===== config.mk =====
export PLATFORM = sky130hd
export DESIGN_NAME = flash_program_port_security
export DESIGN_NICKNAME = d
export VERILOG_FILES = /design/src/design/flash_prog_pkg.sv /design/src/design/byte_stream_if.sv /design/src/design/stream_fifo.sv /design/src/design/flash_program_port_security.sv
export SDC_FILE = /design/constraint.sdc
export NUM_CORES = 1
export LEC_CHECK = 0
export BUFFER_PORTS_ARGS = -buffer_cell sky130_fd_sc_hd__clkbuf_2
export CORE_ASPECT_RATIO = 0.8
export CORE_MARGIN = 10
export CORE_UTILIZATION = 25
export DETAILED_ROUTE_END_ITERATION = 6
export PLACE_DENSITY_LB_ADDON = 0.15
export SYNTH_ARGS = -nofsm -noshare
export SYNTH_HDL_FRONTEND = slang
export SYNTH_SLANG_ARGS = --single-unit

===== constraint.sdc =====
create_clock -name core_clk_i -period 4.2 [get_ports core_clk_i]
set_input_delay 0.42 -clock core_clk_i [delete_from_list [all_inputs] [get_ports core_clk_i]]
set_output_delay 0.42 -clock core_clk_i [all_outputs]
set_load 0.1 [all_outputs]

===== src/design/flash_prog_pkg.sv =====
// Shared constants for the flash programming port and its security lock
package flash_prog_pkg;
  localparam int BYTE_W = 8;
  localparam int FIFO_DEPTH = 4;
  localparam int PERIOD_W = 16;
  // Low bits of the reset command: start bit plus eight zero data bits
  localparam int CAL_BITS = 9;
  localparam int BIT_IDX_W = 4;
  localparam logic [BIT_IDX_W-1:0] STOP_IDX = 4'h9;
  localparam logic [BIT_IDX_W-1:0] CAL_LAST = 4'h8;
  // Command opcodes
  localparam logic [7:0] OP_RESET = 8'h00;
  localparam logic [7:0] OP_ERASE = 8'h20;
  localparam logic [7:0] OP_WRITE = 8'h40;
  localparam logic [7:0] OP_SECURE = 8'hA0;
  // Status codes
  localparam logic [1:0] ST_OK = 2'h0;
  localparam logic [1:0] ST_PROT = 2'h1;
  localparam logic [1:0] ST_OVERRUN = 2'h2;
  localparam logic [1:0] ST_CMDERR = 2'h3;
  // Channel clock source codes
  localparam logic [1:0] CLK_NONE = 2'h0;
  localparam logic [1:0] CLK_FAST_OSC = 2'h1;
  localparam logic [1:0] CLK_CRYSTAL = 2'h2;
  localparam logic [1:0] CLK_EXT_MAIN = 2'h3;
  // Reset values
  localparam logic LOCK_RST = 1'b0;
  localparam logic [PERIOD_W-1:0] PERIOD_RST = 16'h0000;
endpackage : flash_prog_pkg


===== src/design/byte_stream_if.sv =====
// Valid/ready byte stream between the command path and its FIFO
`timescale 1ns/10ps
interface byte_stream_if #(parameter int W = 8);
  logic [W-1:0] data;
  logic valid;
  logic ready;
  modport src (output data, output valid, input ready);
  modport snk (input data, input valid, output ready);
endinterface : byte_stream_if


===== src/design/stream_fifo.sv =====
// Small synchronous FIFO with registered ready and valid flags
`timescale 1ns/10ps
module stream_fifo #(
  parameter int W = 8,
  parameter int DEPTH = 4
) (
  input wire logic core_clk_i,
  input wire logic rst_i,
  input wire logic ce_i,
  byte_stream_if.snk push_s,
  byte_stream_if.src pop_s
);
  localparam int AW = (DEPTH > 1) ? $clog2(DEPTH) : 1;
  localparam logic [AW:0] FULL_CNT = (AW+1)'(DEPTH);

  typedef struct packed {
    logic [DEPTH-1:0][W-1:0] mem;
    logic [AW-1:0] wp;
    logic [AW-1:0] rp;
    logic [AW:0] cnt;
    logic in_rdy;
    logic out_vld;
  } fifo_s;

  fifo_s q_reg;
  fifo_s q_next;
  logic push;
  logic pop;

  // Pointers wrap naturally, so depth must be a power of two
  initial begin
    if (DEPTH < 2 || (DEPTH & (DEPTH - 1)) != 0 || W < 1) begin
      $error("stream_fifo: DEPTH must be a power of two >= 2");
    end
  end

  assign push = push_s.valid & q_reg.in_rdy;
  assign pop = q_reg.out_vld & pop_s.ready;
  assign push_s.ready = q_reg.in_rdy;
  assign pop_s.valid = q_reg.out_vld;
  assign pop_s.data = q_reg.mem[q_reg.rp];

  // Next state: store, advance pointers, refresh flags
  always_comb begin
    q_next = q_reg;
    if (push) begin
      q_next.mem[q_reg.wp] = push_s.data;
      q_next.wp = q_reg.wp + 1'b1;
    end
    if (pop) begin
      q_next.rp = q_reg.rp + 1'b1;
    end
    q_next.cnt = q_reg.cnt + (AW+1)'(push) - (AW+1)'(pop);
    q_next.in_rdy = (q_next.cnt != FULL_CNT);
    q_next.out_vld = (q_next.cnt != '0);
  end

  // State register; empty after reset, so ready is high
  always_ff @(posedge core_clk_i or posedge rst_i) begin
    if (rst_i) begin
      q_reg <= '0;
      q_reg.in_rdy <= 1'b1;
    end else if (ce_i) begin
      q_reg <= q_next;
    end
  end
endmodule : stream_fifo


===== src/design/flash_program_port_security.sv =====
// Flash programming port: clock choice, baud calibration, erase lock
// Contract
// RL1: Clocked serial channel runs only from the internal fast oscillator clock.
// RL2: Async serial channel runs only from crystal or external main clock.
// RL3: After mode-select pulse, receive bit time is measured from reset command.
// RL4: Once security lock is set, every later erase request is refused.
// RL5: While locked, a write may not change a location to different data.
// RL6: A refused erase answers the programmer with protection-error status.
`timescale 1ns/10ps
module flash_program_port_security
  import flash_prog_pkg::*;
(
  input wire logic core_clk_i,
  input wire logic rst_i,
  input wire logic ce_i,
  input wire logic flash_mode_select_pin_i,
  input wire logic link_sel_i,
  input wire logic ext_main_clk_sel_i,
  input wire logic rxd_i,
  input wire logic [7:0] csi_data_i,
  input wire logic csi_valid_i,
  output logic csi_ready_o,
  input wire logic security_lock_i,
  input wire logic fl_busy_i,
  input wire logic [7:0] fl_rdata_i,
  output logic [1:0] chan_clk_sel_o,
  output logic [PERIOD_W-1:0] bit_period_o,
  output logic fl_erase_o,
  output logic fl_write_o,
  output logic [7:0] fl_addr_o,
  output logic [7:0] fl_wdata_o,
  output logic [1:0] status_o,
  output logic status_valid_o,
  output logic lock_o
);
  typedef enum logic [1:0] {M_IDLE, M_CAL_WAIT, M_CAL_MEAS, M_RUN} mode_e;
  typedef enum logic [1:0] {C_OP, C_ADDR, C_DATA} cmd_e;

  typedef struct packed {
    logic [1:0] msel_sync;
    logic msel_prev;
    logic [1:0] rx_sync;
    logic rx_prev;
    mode_e mode;
    cmd_e cmd;
    logic async_mode;
    logic [1:0] clk_sel;
    logic [PERIOD_W-1:0] period;
    logic [BIT_IDX_W-1:0] div9;
    logic [PERIOD_W-1:0] tick;
    logic [BIT_IDX_W-1:0] bitn;
    logic rx_busy;
    logic [7:0] shreg;
    logic byte_vld;
    logic [7:0] byte_dat;
    logic lock;
    logic erase;
    logic wr;
    logic [7:0] addr;
    logic [7:0] wdata;
    logic [1:0] status;
    logic stat_vld;
  } top_s;

  top_s q_reg;
  top_s q_next;
  logic msel_rise;
  logic rx_fall;
  logic rx_rise;
  logic rx_lvl;
  logic pop;
  logic [7:0] pop_byte;

  byte_stream_if #(.W(BYTE_W)) in_s ();
  byte_stream_if #(.W(BYTE_W)) out_s ();
  initial begin
    if (BYTE_W != 8 || PERIOD_W < 4) begin
      $error("flash_program_port_security: unsupported widths");
    end
  end

  stream_fifo #(.W(BYTE_W), .DEPTH(FIFO_DEPTH)) u_fifo (
    .core_clk_i(core_clk_i),
    .rst_i(rst_i),
    .ce_i(ce_i),
    .push_s(in_s.snk),
    .pop_s(out_s.src)
  );

  // Edges are taken from the second synchroniser stage only
  assign rx_lvl = q_reg.rx_sync[1];
  assign msel_rise = q_reg.msel_sync[1] & ~q_reg.msel_prev;
  assign rx_fall = q_reg.rx_prev & ~rx_lvl;
  assign rx_rise = ~q_reg.rx_prev & rx_lvl;

  // FIFO feed: UART bytes in async mode, clocked channel bytes otherwise
  assign in_s.valid = q_reg.async_mode ? q_reg.byte_vld : csi_valid_i;
  assign in_s.data = q_reg.async_mode ? q_reg.byte_dat : csi_data_i;

  // Command engine stalls on a busy flash and while a pulse is out
  assign out_s.ready = (q_reg.mode == M_RUN) & ~fl_busy_i & ~q_reg.erase &
                       ~q_reg.wr;
  assign pop = out_s.valid & out_s.ready;
  assign pop_byte = out_s.data;

  // Next state of the whole block
  always_comb begin
    q_next = q_reg;
    q_next.byte_vld = 1'b0;
    q_next.erase = 1'b0;
    q_next.wr = 1'b0;
    q_next.stat_vld = 1'b0;
    q_next.msel_sync = {q_reg.msel_sync[0], flash_mode_select_pin_i};
    q_next.rx_sync = {q_reg.rx_sync[0], rxd_i};
    q_next.msel_prev = q_reg.msel_sync[1];
    q_next.rx_prev = rx_lvl;
    q_next.lock = q_reg.lock | security_lock_i;

    unique case (q_reg.mode)
      M_IDLE: begin
        if (msel_rise) begin
          q_next.async_mode = link_sel_i;
          if (link_sel_i) begin
            q_next.clk_sel = ext_main_clk_sel_i ? CLK_EXT_MAIN :
                             CLK_CRYSTAL; // [RL2]
            q_next.mode = M_CAL_WAIT;
          end else begin
            q_next.clk_sel = CLK_FAST_OSC; // [RL1]
            q_next.mode = M_RUN;
          end
        end
      end
      M_CAL_WAIT: begin
        // Reset command starts: begin timing its low span
        if (rx_fall) begin // [RL3]
          q_next.mode = M_CAL_MEAS;
          q_next.period = PERIOD_RST;
          q_next.div9 = '0;
        end
      end
      M_CAL_MEAS: begin
        // One period step every CAL_BITS cycles of low line
        if (rx_rise) begin // [RL3]
          if (q_reg.period == '0) begin
            q_next.period = PERIOD_W'(1);
          end
          q_next.mode = M_RUN;
        end else if (q_reg.div9 == CAL_LAST) begin
          q_next.div9 = '0;
          if (q_reg.period != '1) begin
            q_next.period = q_reg.period + 1'b1;
          end
        end else begin
          q_next.div9 = q_reg.div9 + 1'b1;
        end
      end
      M_RUN: begin
        // UART receiver timed by the calibrated bit period
        if (q_reg.async_mode) begin
          if (!q_reg.rx_busy) begin
            if (rx_fall) begin
              q_next.rx_busy = 1'b1;
              q_next.tick = q_reg.period >> 1;
              q_next.bitn = '0;
            end
          end else if (q_reg.tick != '0) begin
            q_next.tick = q_reg.tick - 1'b1;
          end else begin
            q_next.tick = q_reg.period - 1'b1;
            q_next.bitn = q_reg.bitn + 1'b1;
            if (q_reg.bitn == '0) begin
              q_next.rx_busy = ~rx_lvl;
            end else if (q_reg.bitn != STOP_IDX) begin
              q_next.shreg = {rx_lvl, q_reg.shreg[7:1]};
            end else begin
              q_next.rx_busy = 1'b0;
              q_next.byte_vld = rx_lvl;
              q_next.byte_dat = q_reg.shreg;
            end
          end
        end
      end
    endcase

    // Byte lost to a full FIFO is reported
    if (q_reg.async_mode && q_reg.byte_vld && !in_s.ready) begin
      q_next.status = ST_OVERRUN;
      q_next.stat_vld = 1'b1;
    end

    // Command decode
    if (pop) begin
      unique case (q_reg.cmd)
        C_OP: begin
          q_next.stat_vld = 1'b1;
          q_next.status = ST_OK;
          if (pop_byte == OP_ERASE) begin
            if (q_reg.lock) begin
              q_next.status = ST_PROT; // [RL4] [RL6]
            end else begin
              q_next.erase = 1'b1;
            end
          end else if (pop_byte == OP_WRITE) begin
            q_next.stat_vld = 1'b0;
            q_next.cmd = C_ADDR;
          end else if (pop_byte == OP_SECURE) begin
            q_next.lock = 1'b1;
          end else if (pop_byte != OP_RESET) begin
            q_next.status = ST_CMDERR;
          end
        end
        C_ADDR: begin
          q_next.addr = pop_byte;
          q_next.cmd = C_DATA;
        end
        C_DATA: begin
          q_next.cmd = C_OP;
          q_next.stat_vld = 1'b1;
          // Locked: only a write that matches stored data goes through
          if (q_reg.lock && pop_byte != fl_rdata_i) begin
            q_next.status = ST_PROT; // [RL5]
          end else begin
            q_next.status = ST_OK;
            q_next.wr = 1'b1;
            q_next.wdata = pop_byte;
          end
        end
        default: begin
          q_next.cmd = C_OP;
        end
      endcase
    end
  end

  // State register, frozen while the clock enable is low
  always_ff @(posedge core_clk_i or posedge rst_i) begin
    if (rst_i) begin
      q_reg <= '0;
      q_reg.rx_sync <= 2'b11;
      q_reg.rx_prev <= 1'b1;
      q_reg.lock <= LOCK_RST;
      q_reg.clk_sel <= CLK_NONE;
      q_reg.mode <= M_IDLE;
      q_reg.cmd <= C_OP;
    end else if (ce_i) begin
      q_reg <= q_next;
    end
  end

  // Outputs straight from the state register; csi_ready_o from the FIFO's registered ready flag
  assign csi_ready_o = in_s.ready;
  assign chan_clk_sel_o = q_reg.clk_sel;
  assign bit_period_o = q_reg.period;
  assign fl_erase_o = q_reg.erase;
  assign fl_write_o = q_reg.wr;
  assign fl_addr_o = q_reg.addr;
  assign fl_wdata_o = q_reg.wdata;
  assign status_o = q_reg.status;
  assign status_valid_o = q_reg.stat_vld;
  assign lock_o = q_reg.lock;
endmodule : flash_program_port_security


### After elaboration in Yosys (flattened, before gate mapping)

Cells that the tools add are included.
Widths: inputs -> output; s select.

* flip-flop bits (word level): 134
* output and inout port bits: 41
* word-level logic and storage cells: 174

* $add $sub $neg: 9
* $lt $le $gt $ge: 3
* eq/ne operators: 23
* muxes and demuxes: 59
* bitwise gates (word level): 19
* reduce and logical (&&, ||, !) cells: 29

Operators with widths (count)
* $mux 16: 5
* $mux 8: 7
* $mux 22: 2
* $mux 21: 2
* $pmux 20 s2: 1
* $mux 9: 4
* $bwmux 32: 1
* $sub 16x1->16 const B: 2
* $mux 2: 12
* $mux 20: 1
* $mux 17: 1
* $add 16x1->16 const B: 1
* $bmux 8 s2: 1
* $demux 8 s2: 1
* $logic_not 16->1: 1
* $ne 16x16->1 const B: 1
* $reduce_and 4->1: 4
* $reduce_bool 16->1: 1
* $mux 1: 15
* $ne 2x2->1 const B: 7
* $reduce_and 7->1: 2
* $ne 3x3->1 const B: 4
* $not 1->1: 10
* $reduce_and 5->1: 2
* 31 further kinds: 54

### Logic depth before layout (Yosys ltp)

Gate-level depths: netlist of run 1.

* depth after elaboration: 9
* depth in mapped cells: 12
* mapped depth without buffers: 11

### Hierarchy

A second synthesis of run 1 with hierarchy kept.

* cells, all modules: 685
* area, all modules: 7479.7 sq um

By module, submodules not included
* flash_program_port_security: instances 1, cells each 561, area an instance 5456.5 sq um
* stream_fifo: instances 1, cells each 124, area an instance 2023.2 sq um

### Worst setup path after synthesis of run 1

Ideal clock, no wire load.

* path type: register -> register
* start: register q_reg[45] (netlist name)
* end: register q_reg[54] (netlist name)
* arrival time: 2871 ps
* required time: 4096 ps
* setup slack: 1225 ps
* cell stages (with the launch flop): 13
* path buffers: 1
* cell sequence: dfrtp_1 -> or4_1 -> or2_2 -> nor2_4 -> clkbuf_1 -> a21oi_1 -> ha_1 -> nor4b_1 -> nand2_1 -> nor2_1 -> o21ai_0 -> o21ai_0 -> a221oi_1

* longest elaborated chain between the ends: 3

RTL lines
* start, declared: line flash_program_port_security.sv:65 `top_s q_reg;`
* start signal, assigned: line flash_program_port_security.sv:246 `q_reg <= q_next;`
* $sub 16x1->16 or $reduce_bool 16->1 (tied branches): line flash_program_port_security.sv:167, flash_program_port_security.sv:166
* $mux 16 *: line flash_program_port_security.sv:166 `end else if (q_reg.tick != '0) begin`
* $mux 21 *: line flash_program_port_security.sv:160 `if (!q_reg.rx_busy) begin`

Mark *: on every way between the ends. The rest lies on a longest branch, timed or not.
A chain may end at the register's enable or synchronous reset.

### Worst setup path in the final report of run 1

* start: register q_reg[50] (netlist name)
* end: register q_reg[58] (netlist name)

Same word-level chain as after synthesis.

==> results.cfg, run 1 <==
[worst_setup_path]
cp-end-kind = register
cp_slowest_stage_delay_ps = 860
cp.arrival_ps = 3840
cp-start-kind = register
r2r_setup_slack_ps = 670
cp_num_buf_inv = 0
reg2reg_to = q_reg[58]
crit_chain = nor4_2, nand4_1, nor2_4, a21oi_1, ha_1, nor4b_1, nand2_1, a311oi_1, nand4_1, a21oi_1, nor3_1
worstSetupStartpoint = q_reg[50]
worst-path-max-fanout = 15
critPathKind = register to register
cp.required_ps = 4500
slowest_stage = nor4b_1
r2r-start = q_reg[50]
r2r.worst_path.cells = 11
cp_top_family = simple AND/OR/NAND/NOR gates

[timing]
slew_headroom_pct = 29.59
hold_viol_final = 0
tightest_slew_ps = 1041
slew_violations = 0
period_needed_ps = 3533
fin_ws_ps = 667.3
setup_viol = 0
fin_skew_ps = 9.755
setup_tns_ps = 0
max_freq_mhz = 283.1
hold_slack_ps = 158.8
rsz0062_at_grt = false
period_share_pct = 84.11

[placement]
place_ws_ps = 762.9
portBuffers = 66
place_congestion = 0.8134
dpl.hpwl_um = 14940
dp.cells = 1135

[finish]
area_growth_pct = 14.92
largest_register_ffs = 49
register_area_sq_um = 3333
multi_input_area_sq_um = 3536
nFillCells = 3018
drive_gt1_share_pct = 21.52
fin_cells = 1168
layout.nets = 823

[global_route]
grt_usage_pct = 11.57
antenna_found_initial = 1
grt_pass1_vias = 5548
grt_max_degree = 84
overflow = 0
grt_pass1_wl_um = 33560

[route]
routedWlPerCell_um = 17.78
via_per_inst = 4.809
drtIter0Drc = 403
dr.pass1.iters = 5
vias = 5617
antenna_left = 0
drt_drc_violations_left = 0
finalWirelength_um = 20770

[die]
core_area_sq_um = 29220
die_y_um = 173.8
initial_utilization_pct = 25.28
pin_count = 67
die_w_um = 212.2
rows = 56
die-area_sq_um = 36870

[min_path]
hold_class = primary input to async pin

[clock_network]
cts_setup_buffers = 0
cts_max_level = 4
cts.path.max_buffers = 2
post_cts_resized = 0
numClockSinks = 133
cts-root-buf = clkbuf_16
hold_buffers = 0
clk_pin_slew_ps = 60
tritoncts = done
cts_buffers = 17
clk_latency_ps = 420

[run]
cap_violations = 0

[power_and_ir_drop]
p_per_area_nw_per_um2 = 637.9
peakVddDrop_uv = 180.1
p_leak_uw = 0.003761

[yosys]
yosysSeqAreaShare_pct = 45.12
syn_inst = 750
synthesis.area_sq_um = 7387
synth_edf_count = 0
synth_nets = 796
yosysUniqueCellTypes = 74
ys.flop_type = dfrtp_1
async_flop_share_pct = 100.0
synth_warnings = 0
ys_ff_latch = 133
avgSynthCellArea_sq_um = 9.849

[run_status]
run_status = completed
## worst register-to-register path: stages (launching register included)
cell and delay (ps):
dfrtp_1 460, nor4_2 140, nand4_1 270, nor2_4 150, a21oi_1 230, ha_1 240
nor4b_1 860, nand2_1 240, a311oi_1 450, nand4_1 130, a21oi_1 190, nor3_1 70
## worst max-delay path by stage
stage	endpoint	slack, ps	cells past startpoint
final	q_reg[58]	670	11
after global routing	q_reg[58]	270	11
after CTS	q_reg[58]	750	11
after detailed placement	q_reg[58]	760	11
after global placement	q_reg[56]	840	10
after floorplan	bit_period_o[0]	230	1
## cells by family (layout without fill, tap and decap cells)
kind of cell / count (synthesis) / after routing / synth area share, %
multiplexers: 56 / 56 / 9.993
AO/OA/AOI/OAI: 178 / 178 / 15.16
buffers and inverters: 99 / 139 / 7.012
other: 0 / 1 / 0
flip-flops: 133 / 133 / 45.12
AND/OR/NAND/NOR: 240 / 240 / 16.38
adder cells (fa/ha/maj): 20 / 20 / 3.489
XOR/XNOR: 24 / 24 / 2.846
## cell usage after synthesis, drive strengths merged (13+ instances only)
library cell	instances	area (sq um)
nand2	53	201.5
and3	13	81.33
o21ai	35	175.2
nor3	13	65.06
nor2	74	287.8
clkbuf	32	120.1
ha	19	237.7
a21oi	66	330.3
inv	25	93.84
mux2	38	427.9
dfrtp	129	3228
nand3	17	85.08
xor2	15	131.4
buf	42	304.0
## per-stage QoR
step                      power (uW)  instance area (sq um)  utilization, %
after global placement          3939                   7890           27.00
after floorplan                 3476                   7387               -
after global routing            5799                   8487           29.05
final                           5415                   8489           29.06
after detailed placement        3926                   7890           27.00
after CTS                       5493                   8487           29.05
## final cells by class
type / instances / share of cell area (%)
Multi-Input combinational cell: 518 / 41.65
Sequential cell: 133 / 39.26
Tap cell: 377 / 5.556
Timing Repair Buffer: 82 / 5.306
Clock buffer: 17 / 5.011
Clock inverter: 15 / 2.019
Inverter: 25 / 1.164
Antenna cell: 1 / 0.02948
## report_power, final
part           switching (uW)  internal (uW)  leakage, uW
logic                    1330            672      0.00178
clock network             636            891     0.000296
registers                 292           1600      0.00168
## per-layer routing
layer	global-route usage (%)	part of all wire, %
met5	0	0
met4	3.590	1.3
met3	2.584	4.3
met2	16.05	42
met1	17.14	52
## cells in the final DEF, fill, tap and decap left out, drive strengths merged, types with 13 or more instances in the layout
master and instances:
nor3 13, mux2 38, xor2 15, ha 19
o21ai 35, inv 30, dfrtp 129, nor2 74
buf 16, clkbuf 83, a21oi 66, nand2 53
nand3 17, and3 13
Power figures use the tool's default switching activity.
==> inputs of run 2 (changes only) <==
clock period = 3.3 ns   (was 4.2 ns; I/O delays follow)
==> run 2 against run 1 <==
Maximum frequency grew 17%. Worst hold slack lost 16 ps. Global-route usage grew 0.25 points. Clock skew grew 3.3 ps. Sequential share of layout area shrank 1.0 points.
==> results.cfg, run 2 (same netlist as run 1, synthesis figures left out) <==
[timing]
max_freq_mhz = 330.5
tightest_slew_ps = 1118
fin_ws_ps = 273.8
slew_violations = 0
slew_headroom_pct = 25.47
hold_viol_final = 0
period_needed_ps = 3026
setup_viol = 0
rsz0062_at_grt = false
fin_skew_ps = 13.04
period_share_pct = 91.70
setup_tns_ps = 0

[power_and_ir_drop]
peakVddDrop_uv = 338.5
clock_power_share_pct = 28.0
switchingPower_uw = 2955
p_int_uw = 4051
p_total_uw = 7006
swShare_pct = 42.17
power_frac_comb_pct = 38.3
p_per_area_nw_per_um2 = 803.8
power_frac_seq_pct = 33.7
p_leak_uw = 0.003896

[finish]
area_growth_pct = 17.99
fin_cells = 1198
drive_gt1_share_pct = 24.33
largest_register_ffs = 49
final_common_cell = dfrtp_1
final_cell_mix = dfrtp_1, nor2_1, a21oi_1, clkbuf_2, nand2_1
layout.nets = 851

[worst_setup_path]
cp_slowest_stage_delay_ps = 810
slowest_stage = mux4_1
cp_num_buf_inv = 1
cp-start-kind = register
cp_num_cells = 7
worst-path-max-fanout = 10
crit_chain = mux4_1, xor2_1, nor4_1, nand2_1, a211oi_4, buf_4, mux2_2
cp.arrival_ps = 3330
cp.required_ps = 3610
critPathKind = register to register
cp-end-kind = register
r2r.worst_path.cells = 7
cp_top_family = multiplexers

[placement]
portBuffers = 66
place_ws_ps = 68.57
place_congestion = 0.8887
dp.cells = 1163
dpl.hpwl_um = 15660

[route]
antenna_left = 0
vias = 5720
via_per_inst = 4.775
finalWirelength_um = 21380
routedWlPerCell_um = 17.84
drtIter0Drc = 431
drt_drc_violations_left = 0
dr.pass1.iters = 5

[global_route]
grt_pass1_wl_um = 34090
grt_usage_pct = 11.82
grt_max_degree = 73
grt_pass1_vias = 5718
overflow = 0
antenna_found_initial = 2

[die]
die_w_um = 212.2
pin_count = 67
initial_utilization_pct = 25.28
die_y_um = 173.8
rows = 56
die-area_sq_um = 36870
core_area_sq_um = 29220

[clock_network]
cts_buffers = 17
tritoncts = done
cts_setup_buffers = 0
cts-root-buf = clkbuf_16
clk_pin_slew_ps = 60
numClockSinks = 133
cts_max_level = 4
clk_latency_ps = 430
cts.path.max_buffers = 2

[run_status]
run_status = completed

[min_path]
hold_class = primary input to register
hold_depth = 2

[run]
cap_violations = 0
## run 2: cell count changes in the layout (fill, tap and decap cells not counted), moves of 2 or more
cell | previous run | this run
inv_8 | 2 | 5
clkinv_8 | 0 | 2
clkinv_2 | 2 | 0
buf_4 | 16 | 44
clkinvlp_4 | 0 | 3
clkinv_4 | 6 | 0
diode_2 | 1 | 3
## run 2: worst paths after layout
check	slack, ps	endpoint	start
worst max-delay path	270	fl_wdata_o[2]	u_fifo.q_reg[5]
worst max register to register	270	fl_wdata_o[2]	u_fifo.q_reg[5]
max in group asynchronous	2430	fl_wdata_o[6]	rst_i
min in group asynchronous	190	q_reg[28]	rst_i
worst min register to register	490	chan_clk_sel_o[0]	chan_clk_sel_o[0]
worst min-delay path	140	q_next[92]	flash_mode_select_pin_i
## run 2: final cells by class
type                       instances  area (sq um)
tap                              377         471.7
clock inverter                    15         177.7
timing repair buffer             110         660.6
multi-input combinational        518          3542
clock buffer                      17         425.4
antenna                            3         7.507
fill                            3037         20500
sequential                       133          3333
inverter                          25         97.59
## run 2: routing by layer
metal / up-vias / routed length [um] / GRT usage, %
met3: 17 / 907 / 2.385
met4: 0 / 246 / 3.679
met5: - / 0 / 0
li1: 2792 / - / -
met1: 2799 / 11180 / 17.62
met2: 112 / 9048 / 16.43
## run 2: power groups by stage
stage                     Combinational (uW)  Clock, uW  Sequential [uW]
after floorplan                         2130          0             2290
after global placement                  2700          0             2390
after detailed placement                2700          0             2390
after CTS                               2710       2020             2360
after global routing                    2990       2100             2420
final                                   2680       1960             2360
## run 2: timing repair
action                     CTS  global route
setup endpoints to repair    0             4
resized for setup            0             1
hold buffers                 0             0
## run 2: stage by stage
stage                     cell area (sq um)  hold WS [ps]  util (%)
after floorplan                        7391         451.0         -
after global placement                 8099         474.9     27.72
after detailed placement               8099         475.8     27.72
after CTS                              8702         123.2     29.78
after global routing                   8708         127.4     29.80
final                                  8716         142.8     29.83
